[config.mk]
export PLATFORM = sky130hd
export DESIGN_NAME = tpzi_z3z4_insert
export DESIGN_NICKNAME = d
export VERILOG_FILES = /design/src/shared/tpzi_pkg.sv /design/src/logic/tpzi_oh_clkgen.sv /design/src/logic/tpzi_z3z4_insert.sv
export SDC_FILE = /design/constraint.sdc
export NUM_CORES = 1
export LEC_CHECK = 0
export BUFFER_PORTS_ARGS = -buffer_cell sky130_fd_sc_hd__buf_2
export CORE_MARGIN = 2
export CORE_UTILIZATION = 51
export DETAILED_ROUTE_END_ITERATION = 16
export PLACE_DENSITY = 0.75
export SETUP_SLACK_MARGIN = 0.5
export SLEW_MARGIN = 40
export SYNTH_ARGS = -nofsm -noshare
export SYNTH_HDL_FRONTEND = slang
export SYNTH_HIERARCHICAL = 1
export SYNTH_SLANG_ARGS = --single-unit
[constraint.sdc]
create_clock -name clk_sys_i -period 2.05 [get_ports clk_sys_i]
set_input_delay 0.41 -clock clk_sys_i [delete_from_list [all_inputs] [get_ports clk_sys_i]]
set_output_delay 0.41 -clock clk_sys_i [all_outputs]
set_load 0.05 [all_outputs]
[src/shared/tpzi_pkg.sv]
package tpzi_pkg;
  // register map, 8-bit microprocessor port
  localparam logic [15:0] ADDR_SRC_SEL = 16'h1982;
  localparam logic [15:0] ADDR_Z3_VAL = 16'h19AB;
  localparam logic [15:0] ADDR_Z4_VAL = 16'h19AF;
  localparam int SEL_Z3_BIT = 1;
  localparam int SEL_Z4_BIT = 2;
  localparam logic [7:0] SEL_RW_MASK = 8'h0F;
  localparam logic [7:0] SEL_RESET = 8'h00;
  localparam logic [7:0] VAL_RESET = 8'h00;
  localparam logic [7:0] RDATA_UNMAPPED = 8'h00;

  // serial overhead clock timing
  localparam int CLK_PERIOD_NS = 10;
  localparam int OH_CLK_PERIOD_NS = 120;
  localparam int OH_HALF_CYC_INT = OH_CLK_PERIOD_NS / (2 * CLK_PERIOD_NS);
  localparam logic [3:0] OH_HALF_CYC = OH_HALF_CYC_INT[3:0];
  localparam logic [3:0] OH_DIV_LAST = 4'(2 * OH_HALF_CYC_INT - 1);

  // overhead byte slots, counted in serial clock rising edges from the frame edge
  localparam int BYTE_BITS = 8;
  localparam int Z3_POH_BYTE = 7;
  localparam int Z4_POH_BYTE = 8;
  localparam int POH_BYTES = 9;
  localparam logic [7:0] Z3_WAIT = 8'((Z3_POH_BYTE - 1) * BYTE_BITS);
  localparam logic [7:0] Z4_WAIT = 8'((Z4_POH_BYTE - 1) * BYTE_BITS);
  localparam logic [7:0] Z3_LAST = 8'(Z3_POH_BYTE * BYTE_BITS);
  localparam logic [7:0] Z4_LAST = 8'(Z4_POH_BYTE * BYTE_BITS);
  localparam logic [7:0] POH_SLOT_CLKS = 8'(POH_BYTES * BYTE_BITS);
  localparam logic [7:0] FRAME_OH_CLKS = 8'h60;
  localparam logic [7:0] FRAME_LAST = FRAME_OH_CLKS - 8'h01;
endpackage

[src/logic/tpzi_oh_clkgen.sv]
`timescale 1ns/10ps
// divides the system clock into the serial overhead clock and marks its edges
module tpzi_oh_clkgen (
  input wire logic clk_sys_i,
  input wire logic rst_i,
  output logic oh_clk_o,
  output logic rise_o,
  output logic fall_o
);
  logic [3:0] div_cnt;
  logic [3:0] next_div_cnt;
  logic next_clk;
  logic next_rise;
  logic next_fall;

  always_comb begin
    next_div_cnt = (div_cnt == tpzi_pkg::OH_DIV_LAST) ? 4'h0 : div_cnt + 4'h1;
    next_clk = (next_div_cnt < tpzi_pkg::OH_HALF_CYC);
    next_rise = (next_div_cnt == 4'h0);
    next_fall = (next_div_cnt == tpzi_pkg::OH_HALF_CYC);
  end

  always_ff @(posedge clk_sys_i) begin
    if (rst_i) begin
      div_cnt <= 4'h0;
      oh_clk_o <= 1'b0;
      rise_o <= 1'b0;
      fall_o <= 1'b0;
    end else begin
      div_cnt <= next_div_cnt;
      oh_clk_o <= next_clk;
      rise_o <= next_rise;
      fall_o <= next_fall;
    end
  end
endmodule

[src/logic/tpzi_z3z4_insert.sv]
`timescale 1ns/10ps
module tpzi_z3z4_insert (
  input wire logic clk_sys_i,
  input wire logic rst_i,
  input wire logic [15:0] mp_addr_i,
  input wire logic mp_wr_i,
  input wire logic [7:0] mp_wdata_i,
  output logic [7:0] mp_rdata_o,
  input wire logic oh_serial_data_in_i,
  output logic oh_serial_clock_out_o,
  output logic oh_slot_enable_out_o,
  output logic oh_frame_marker_out_o,
  output logic [7:0] z3_outbound_byte_o,
  output logic [7:0] z4_outbound_byte_o
);
  logic oh_rise;
  logic oh_fall;
  logic sdata_meta;
  logic sdata_sync;
  logic [7:0] src_sel;
  logic [7:0] z3_sw_value;
  logic [7:0] z4_sw_value;
  logic [7:0] rise_cnt;
  logic [7:0] z3_shift;
  logic [7:0] z4_shift;
  logic [7:0] z3_serial;
  logic [7:0] z4_serial;
  logic [7:0] next_src_sel;
  logic [7:0] next_z3_sw_value;
  logic [7:0] next_z4_sw_value;
  logic [7:0] next_rdata;
  logic [7:0] next_rise_cnt;
  logic [7:0] next_z3_shift;
  logic [7:0] next_z4_shift;
  logic [7:0] next_z3_serial;
  logic [7:0] next_z4_serial;
  logic [7:0] next_z3_out;
  logic [7:0] next_z4_out;
  logic next_frame;
  logic next_enable;
  logic [7:0] rise_idx;

  tpzi_oh_clkgen u_clkgen (
    .clk_sys_i(clk_sys_i),
    .rst_i(rst_i),
    .oh_clk_o(oh_serial_clock_out_o),
    .rise_o(oh_rise),
    .fall_o(oh_fall)
  );

  // register port
  always_comb begin
    next_src_sel = src_sel;
    next_z3_sw_value = z3_sw_value;
    next_z4_sw_value = z4_sw_value;
    if (mp_wr_i) begin
      unique case (mp_addr_i)
        tpzi_pkg::ADDR_SRC_SEL: next_src_sel = mp_wdata_i & tpzi_pkg::SEL_RW_MASK;
        tpzi_pkg::ADDR_Z3_VAL: next_z3_sw_value = mp_wdata_i;
        tpzi_pkg::ADDR_Z4_VAL: next_z4_sw_value = mp_wdata_i;
        default: next_src_sel = src_sel;
      endcase
    end
    unique case (mp_addr_i)
      tpzi_pkg::ADDR_SRC_SEL: next_rdata = src_sel;
      tpzi_pkg::ADDR_Z3_VAL: next_rdata = z3_sw_value;
      tpzi_pkg::ADDR_Z4_VAL: next_rdata = z4_sw_value;
      default: next_rdata = tpzi_pkg::RDATA_UNMAPPED;
    endcase
  end

  always_ff @(posedge clk_sys_i) begin
    if (rst_i) begin
      src_sel <= tpzi_pkg::SEL_RESET;
      z3_sw_value <= tpzi_pkg::VAL_RESET;
      z4_sw_value <= tpzi_pkg::VAL_RESET;
      mp_rdata_o <= tpzi_pkg::RDATA_UNMAPPED;
    end else begin
      src_sel <= next_src_sel;
      z3_sw_value <= next_z3_sw_value;
      z4_sw_value <= next_z4_sw_value;
      mp_rdata_o <= next_rdata;
    end
  end

  // serial input crosses in through two flops
  always_ff @(posedge clk_sys_i) begin
    if (rst_i) begin
      sdata_meta <= 1'b0;
      sdata_sync <= 1'b0;
    end else begin
      sdata_meta <= oh_serial_data_in_i;
      sdata_sync <= sdata_meta;
    end
  end

  // frame timeline and capture; rise_cnt holds the index of the last rising edge
  always_comb begin
    rise_idx = (rise_cnt == tpzi_pkg::FRAME_LAST) ? 8'h00 : rise_cnt + 8'h01;
    next_rise_cnt = rise_cnt;
    next_z3_shift = z3_shift;
    next_z4_shift = z4_shift;
    next_z3_serial = z3_serial;
    next_z4_serial = z4_serial;
    next_frame = oh_frame_marker_out_o;
    next_enable = oh_slot_enable_out_o;
    if (oh_rise) begin
      next_rise_cnt = rise_idx;
      if (rise_idx > tpzi_pkg::Z3_WAIT && rise_idx <= tpzi_pkg::Z3_LAST) begin
        next_z3_shift = {z3_shift[6:0], sdata_sync};
      end
      if (rise_idx > tpzi_pkg::Z4_WAIT && rise_idx <= tpzi_pkg::Z4_LAST) begin
        next_z4_shift = {z4_shift[6:0], sdata_sync};
      end
      if (rise_idx == tpzi_pkg::Z3_LAST) begin
        next_z3_serial = {z3_shift[6:0], sdata_sync};
      end
      if (rise_idx == tpzi_pkg::Z4_LAST) begin
        next_z4_serial = {z4_shift[6:0], sdata_sync};
      end
    end
    // marks change on falling edges so the far end sees them stable at rising ones
    if (oh_fall) begin
      next_frame = (rise_cnt == tpzi_pkg::FRAME_LAST);
      next_enable = (rise_cnt == tpzi_pkg::FRAME_LAST) || (rise_cnt < tpzi_pkg::POH_SLOT_CLKS);
    end
    next_z3_out = src_sel[tpzi_pkg::SEL_Z3_BIT] ? z3_serial : z3_sw_value;
    next_z4_out = src_sel[tpzi_pkg::SEL_Z4_BIT] ? z4_serial : z4_sw_value;
  end

  always_ff @(posedge clk_sys_i) begin
    if (rst_i) begin
      rise_cnt <= tpzi_pkg::FRAME_LAST;
      z3_shift <= 8'h00;
      z4_shift <= 8'h00;
      z3_serial <= 8'h00;
      z4_serial <= 8'h00;
      oh_frame_marker_out_o <= 1'b0;
      oh_slot_enable_out_o <= 1'b0;
      z3_outbound_byte_o <= 8'h00;
      z4_outbound_byte_o <= 8'h00;
    end else begin
      rise_cnt <= next_rise_cnt;
      z3_shift <= next_z3_shift;
      z4_shift <= next_z4_shift;
      z3_serial <= next_z3_serial;
      z4_serial <= next_z4_serial;
      oh_frame_marker_out_o <= next_frame;
      oh_slot_enable_out_o <= next_enable;
      z3_outbound_byte_o <= next_z3_out;
      z4_outbound_byte_o <= next_z4_out;
    end
  end
endmodule

==> results.sh, run 1 <==
export IMPL_r2r_start="rise_cnt[1]"
export IMPL_fillerInstances=574
export IMPL_post_dp_cell_area_um2=4450
export IMPL_cp_start_kind="register"
export IMPL_power_switching_uw=747
export IMPL_num_vias=2940
export IMPL_final_common_cell="dfxtp_1"
export IMPL_leakage_uw=0.00206
export IMPL_endpoint_kind="register"
export IMPL_swShare_pct=24.3
export IMPL_synth_cells=391
export IMPL_viasPerCell=5.13
export IMPL_violations="setup timing"
export IMPL_clock_sinks=93
export IMPL_clock_latency_ns=0.36
export IMPL_cts_tree="done"
export IMPL_r2r_end="z3_shift[6]"
export IMPL_r2r_worst_path_cells=8
export IMPL_worst_pin_slew_ns=0.612
export IMPL_ios=55
export IMPL_intPower_uw=2330
export IMPL_ys_flop_type="dfxtp_1"
export IMPL_critPathSlowestCell="dfxtp_4"
export IMPL_grt_pass1_vias=2905
export IMPL_holdPathEnd="sdata_meta"
export IMPL_num_antenna_cells=0
export IMPL_arrival_ns=2.33
export IMPL_initial_core_util_pct=53.3
export IMPL_final_cell_mix="87 x dfxtp_1, 79 x nor2_1, 75 x mux2i_1"
export IMPL_combinationalPowerShare_pct=5.1
export IMPL_ys_ff_latch=93
export IMPL_cts_inserted_buffers=9
export IMPL_hp_start="oh_serial_data_in_i"
export IMPL_die_h_um=91.7
export IMPL_top_layer="met4"
export IMPL_wirelength_um=8360
export IMPL_power_density_nw_per_um2=624
export IMPL_outcome="finished with violations"
export IMPL_max_stage_delay_ns=0.37
export IMPL_seq_power_share_pct=59.1
export IMPL_timing_final_ws_setup_ns=-0.0457
export IMPL_grt_pass1_wl_um=13400
export IMPL_path_max_fanout=7
export IMPL_first_pass_iters=4
export IMPL_die_area_um2=8410
export IMPL_yosys_area_top_type="dfxtp_1"
export IMPL_yosys_cell_types_count=57
export IMPL_die_w_um=91.7
export IMPL_synth_edf_count=0
export IMPL_drc=0
export IMPL_cp_required_ns=2.29
export IMPL_hold_depth=2
export IMPL_clkPwrFrac_pct=35.8
export IMPL_drv_slew=0
export IMPL_ir_worst_vdd_uv=441
export IMPL_maxCapViolCount=0
export IMPL_antenna_found_initial=0
export IMPL_layout_drive_gt1_share_pct=32.1
export IMPL_period_share_pct=102
export IMPL_grt_overflow=0
export IMPL_place_hpwl_um=5560
export IMPL_syn_to_final_growth_pct=25.5
export IMPL_fin_area_um2=4920
export IMPL_setup_viol=7
export IMPL_slew_limit_headroom_pct=59.1
export IMPL_setup_tns_ns=-0.0964
export IMPL_min_path_type="input pin to register"
export IMPL_clk_pin_slew_ns=0.10
export IMPL_met2WireLength_um=3910
export IMPL_coreArea_um2=7370
export IMPL_clockBufferDepth=2
export IMPL_final_nets=500
export IMPL_final_core_util_pct=66.8
export IMPL_syn_num_nets=422
export IMPL_critPathTopFamily="compound AO/OA/AOI/OAI gates"
export IMPL_path_buf_inv=1
export IMPL_drt_iter0_drc=179
export IMPL_cts_max_level=3
export IMPL_post_synth_top_area_fraction_pct=47.4
export IMPL_ctsHoldBuffers=0
export IMPL_ff2ff_setup_slack_ns=-0.05
export IMPL_synth_warnings=6
export IMPL_rsz0062_at_grt="yes"
export IMPL_hold_viol_final=0
export IMPL_synthTopCellsByArea="dfxtp_1 47%, mux2i_1 20%, nor2_1 7.7%, nand2b_1 2.2%, a21oi_1 1.7%"
export IMPL_skew_ns=0.0132
export IMPL_met1_length_um=4080
export IMPL_ys_seq_area_share_pct=47.4
export IMPL_grt_max_degree=35
export IMPL_critPathKind="register to register"
export IMPL_globalplace_congestion=0.938
export IMPL_gr_usage_all_layers_pct=19.6
export IMPL_antenna_left=0
export IMPL_wl_met3_um=222
export IMPL_period_minus_slack_ns=2.10
export IMPL_cts_root_buf="clkbuf_8"
export IMPL_path_cells="ha_4, and3b_2, o221ai_1, o31ai_2, a311oi_4, buf_12, mux2i_1, nor2_1"
export IMPL_num_rows=31
export IMPL_synthArstFlopShare_pct=0
export IMPL_wl_per_cell_um=14.6
export IMPL_synthesis_area_um2=3930
export IMPL_io_buffers=54
export IMPL_hold_slack_ns=0.282
export IMPL_max_freq_ghz=0.477
export IMPL_postSynthAreaPerCell_um2=10.0
==> worst max-delay path by stage <==
| stage | startpoint | endpoint | cells past startpoint |
|---|---|---|---|
| after floorplan | mp_addr_i[6] | z3_sw_value[0] | 6 |
| after global placement | mp_addr_i[6] | z3_sw_value[6] | 8 |
| after detailed placement | mp_addr_i[6] | z4_sw_value[7] | 8 |
| after CTS | rise_cnt[0] | z3_serial[4] | 7 |
| after global routing | rise_cnt[1] | z3_shift[6] | 8 |
| final | rise_cnt[1] | z3_shift[6] | 8 |
==> registers in the layout, summed over array words and instances (netlist names), 4 cells and up <==
signal	flops
z4_outbound_byte_o	8
z4_serial	8
z4_sw_value	8
z4_shift	7
u_clkgen/div_cnt	4
z3_sw_value	8
rise_cnt	8
z3_outbound_byte_o	8
z3_shift	7
src_sel	4
mp_rdata_o	8
z3_serial	8
==> cell usage after synthesis, types with 2 or more instances <==
cell,instances
nand2_1,9
clkbuf_1,9
nor2b_1,6
a211o_1,3
nor3_1,6
nor2_4,2
and3_2,2
clkbuf_8,2
xor2_1,2
dfxtp_1,93
inv_1,7
ha_1,3
o21bai_1,2
nand3_2,2
buf_6,4
nor2_1,81
a21oi_1,13
o21ai_0,6
nand2b_1,14
nor4_1,2
nand3_1,5
o21a_1,2
mux2i_1,77
xnor2_1,3
buf_2,4
==> worst reg2reg max path, delay by kind of cell (launching register included) <==
family	cells	cell delay, ns
adders and majority gates	1	0.19
AOI/OAI and AO/OA	3	0.77
buffers and inverters	1	0.17
muxes	1	0.20
DFF	1	0.37
and+or+nand+nor	2	0.27
==> layout make-up <==
cell class,instances,area (um^2),share of cell area (%)
Sequential cell,93,1880,38.3
Tap cell,99,124,2.52
Multi-Input combinational cell,271,2110,42.9
Clock inverter,6,43.8,0.889
Inverter,7,26.3,0.534
Clock buffer,10,128,2.59
Timing Repair Buffer,87,608,12.3
==> layer usage <==
| layer | vias to the layer above | track usage, % |
|---|---|---|
| met5 | - | 0 |
| met3 | 15 | 3.94 |
| met4 | 0 | 6.72 |
| li1 | 1504 | - |
| met2 | 46 | 30.6 |
| met1 | 1375 | 27.0 |
==> metrics by stage <==
step,total power [uW],setup slack (ns),cells
floorplan,1950,0.109,391
global placement,2000,0.00827,546
detailed placement,2000,-0.0515,546
CTS,3090,0.0453,568
global route,3210,-0.121,573
finish,3070,-0.0457,573
==> kinds of logic after synthesis <==
| family | after synthesis | share of synthesized area, % |
|---|---|---|
| buffers and inverters | 27 | 4.08 |
| xor gates and xnor gates | 5 | 1.12 |
| muxes | 77 | 19.6 |
| and+or+nand+nor | 145 | 19.0 |
| AOI/OAI and AO/OA | 41 | 7.81 |
| DFF | 93 | 47.4 |
| adders and majority gates | 3 | 0.956 |
==> timing repair <==
| action | 4_1_cts | 5_1_grt |
|---|---|---|
| endpoints found under the hold margin | 0 | 0 |
| setup buffers | 5 | 5 |
| pin swaps | 5 | 15 |
| gates resized for setup | 18 | 38 |
| setup endpoints to repair | 52 | 57 |
| gates cloned | 1 | 0 |
==> power groups by stage <==
stage	combinational [uW]	clock, uW	sequential [uW]
global route	169	1220	1820
detailed placement	135	0	1870
CTS	141	1130	1820
global placement	133	0	1870
finish	156	1100	1820
floorplan	78.7	0	1870
(Power assumes the default switching activity.)
==> run 2: changes to the inputs <==
- GPL_TIMING_DRIVEN: not set -> 0
==> results.sh, run 2 (same netlist as run 1, synthesis figures left out) <==
export IMPL_slew_limit_headroom_pct=44.0
export IMPL_met2WireLength_um=4850
export IMPL_r2r_end="z3_shift[5]"
export IMPL_layout_drive_gt1_share_pct=35.2
export IMPL_power_density_nw_per_um2=602
export IMPL_grt_pass1_vias=3034
export IMPL_clk_pin_slew_ns=0.09
export IMPL_num_vias=3161
export IMPL_drv_slew=0
export IMPL_outcome="finished, final reports clean"
export IMPL_die_w_um=91.7
export IMPL_ctsHoldBuffers=0
export IMPL_die_h_um=91.7
export IMPL_syn_to_final_growth_pct=31.2
export IMPL_leakage_uw=0.00214
export IMPL_cts_tree="done"
export IMPL_fin_cells=590
export IMPL_viasPerCell=5.36
export IMPL_gr_usage_all_layers_pct=22.5
export IMPL_r2r_worst_path_cells=9
export IMPL_period_share_pct=99.4
export IMPL_max_stage_delay_ns=0.38
export IMPL_fin_area_um2=5150
export IMPL_wl_met3_um=467
export IMPL_maxCapViolCount=0
export IMPL_grt_max_degree=16
export IMPL_globalplace_congestion=0.909
export IMPL_placedCellCount=544
export IMPL_dp_slack_ns=-0.272
export IMPL_final_cell_mix="86 x dfxtp_1, 75 x mux2i_1, 73 x nor2_1"
export IMPL_skew_ns=0.0118
export IMPL_endpoint_kind="register"
export IMPL_grt_overflow=0
export IMPL_num_rows=31
export IMPL_r2r_start="rise_cnt[4]"
export IMPL_cp_start_kind="register"
export IMPL_clock_sinks=93
export IMPL_hp_start="oh_serial_data_in_i"
export IMPL_top_layer="met4"
export IMPL_arrival_ns=2.29
export IMPL_cts_max_level=3
export IMPL_ios=55
export IMPL_period_minus_slack_ns=2.04
export IMPL_ff2ff_setup_slack_ns=0.01
export IMPL_final_common_cell="dfxtp_1"
export IMPL_critPathKind="register to register"
export IMPL_cts_inserted_buffers=9
export IMPL_first_pass_iters=4
export IMPL_critPathLaunch="rise_cnt[4]"
export IMPL_cts_root_buf="clkbuf_8"
export IMPL_grt_pass1_wl_um=15000
export IMPL_drt_iter0_drc=150
export IMPL_die_area_um2=8410
export IMPL_antenna_left=0
export IMPL_cp_required_ns=2.30
export IMPL_met1_length_um=4330
export IMPL_coreArea_um2=7370
export IMPL_drc=0
export IMPL_clock_latency_ns=0.36
export IMPL_rsz0062_at_grt="yes"
export IMPL_min_path_type="input pin to register"
export IMPL_final_nets=517
export IMPL_post_dp_cell_area_um2=4390
export IMPL_worst_pin_slew_ns=0.841
export IMPL_wirelength_um=9880
export IMPL_place_hpwl_um=6030
export IMPL_path_max_fanout=10
export IMPL_clockBufferDepth=2
export IMPL_timing_final_ws_setup_ns=0.0124
export IMPL_io_buffers=54
export IMPL_num_antenna_cells=0
export IMPL_holdPathEnd="sdata_meta"
export IMPL_path_cells="buf_6, nand3_2, o21a_1, a211o_1, buf_4, a311oi_4, buf_12, mux2i_1, nor2_1"
export IMPL_initial_core_util_pct=53.3
export IMPL_ir_worst_vdd_uv=487
export IMPL_antenna_found_initial=0
export IMPL_max_freq_ghz=0.491
export IMPL_setup_viol=0
export IMPL_hold_depth=2
export IMPL_wl_per_cell_um=16.7
export IMPL_critPathSlowestCell="dfxtp_4"
export IMPL_hold_viol_final=0
==> run 2: cell count changes in the layout (fill, tap and decap cells not counted), moves of 2 or more <==
cell / change
buf_6: +4
buf_8: +3
clkbuf_1: +8
clkbuf_8: +2
inv_6: -2
nand2_1: -3
nand2_2: +2
nor2_1: -6
nor2_2: +6
o21ai_0: +2
o221ai_4: +2
==> run 2: layout make-up <==
type,instances,area (um^2)
fill,523,2220
multi-input combinational,271,2190
sequential,93,1890
timing repair buffer,84,578
buffer,20,166
clock buffer,11,141
tap,99,124
clock inverter,5,33.8
inverter,7,26.3
==> run 2: what timing repair did <==
item | in CTS | in global routing
setup endpoints to repair | 58 | 60
buffers inserted | 19 | 10
gates cloned | 1 | 0
resized for setup | 37 | 40
pin swaps | 17 | 16
==> run 2: per-stage QoR <==
stage / util (%) / power (uW) / setup TNS, ns / hold WS [ns]
final: 69.9 / 3100 / 0 / 0.281
after global routing: 69.9 / 3230 / -0.736 / 0.283
after CTS: 66.4 / 3100 / 0 / 0.274
after detailed placement: 59.5 / 2010 / -6.73 / 0.444
after global placement: 59.5 / 2010 / -5.11 / 0.436
after floorplan: - / 1950 / 0 / 0.414
==> run 2: how the worst max path moves through the flow <==
stage,end,slack [ns],cells past startpoint
4_1_cts,z3_serial[2],0.01,9
6_report,z3_shift[5],0.01,9
2_1_floorplan,z3_sw_value[0],0.11,6
5_1_grt,z3_shift[6],-0.07,9
3_3_place_gp,src_sel[1],-0.21,7
3_5_place_dp,src_sel[2],-0.27,6
==> run 2: power breakdown <==
group / switching, uW / total [uW] / leakage [uW] / internal (uW)
clock network: 632 / 1110 / 0.0000857 / 475
registers: 10.2 / 1820 / 0.000750 / 1810
logic: 100 / 177 / 0.00130 / 76.7
total: 742 / 3100 / 0.00214 / 2360
==> run 2: routing by layer <==
| metal | vias up | global-route usage [%] |
|---|---|---|
| li1 | 1535 | - |
| met1 | 1502 | 30.6 |
| met2 | 101 | 36.5 |
| met3 | 23 | 3.12 |
| met4 | 0 | 8.46 |
| met5 | - | 0 |
==> run 2: critical path: cells and delay by family (launching register included) <==
kind	cells	cell delay, ns
buffers and inverters	3	0.46
flip-flops	1	0.38
AO/OA/AOI/OAI	3	0.74
AND/OR/NAND/NOR	2	0.18
multiplexers	1	0.17
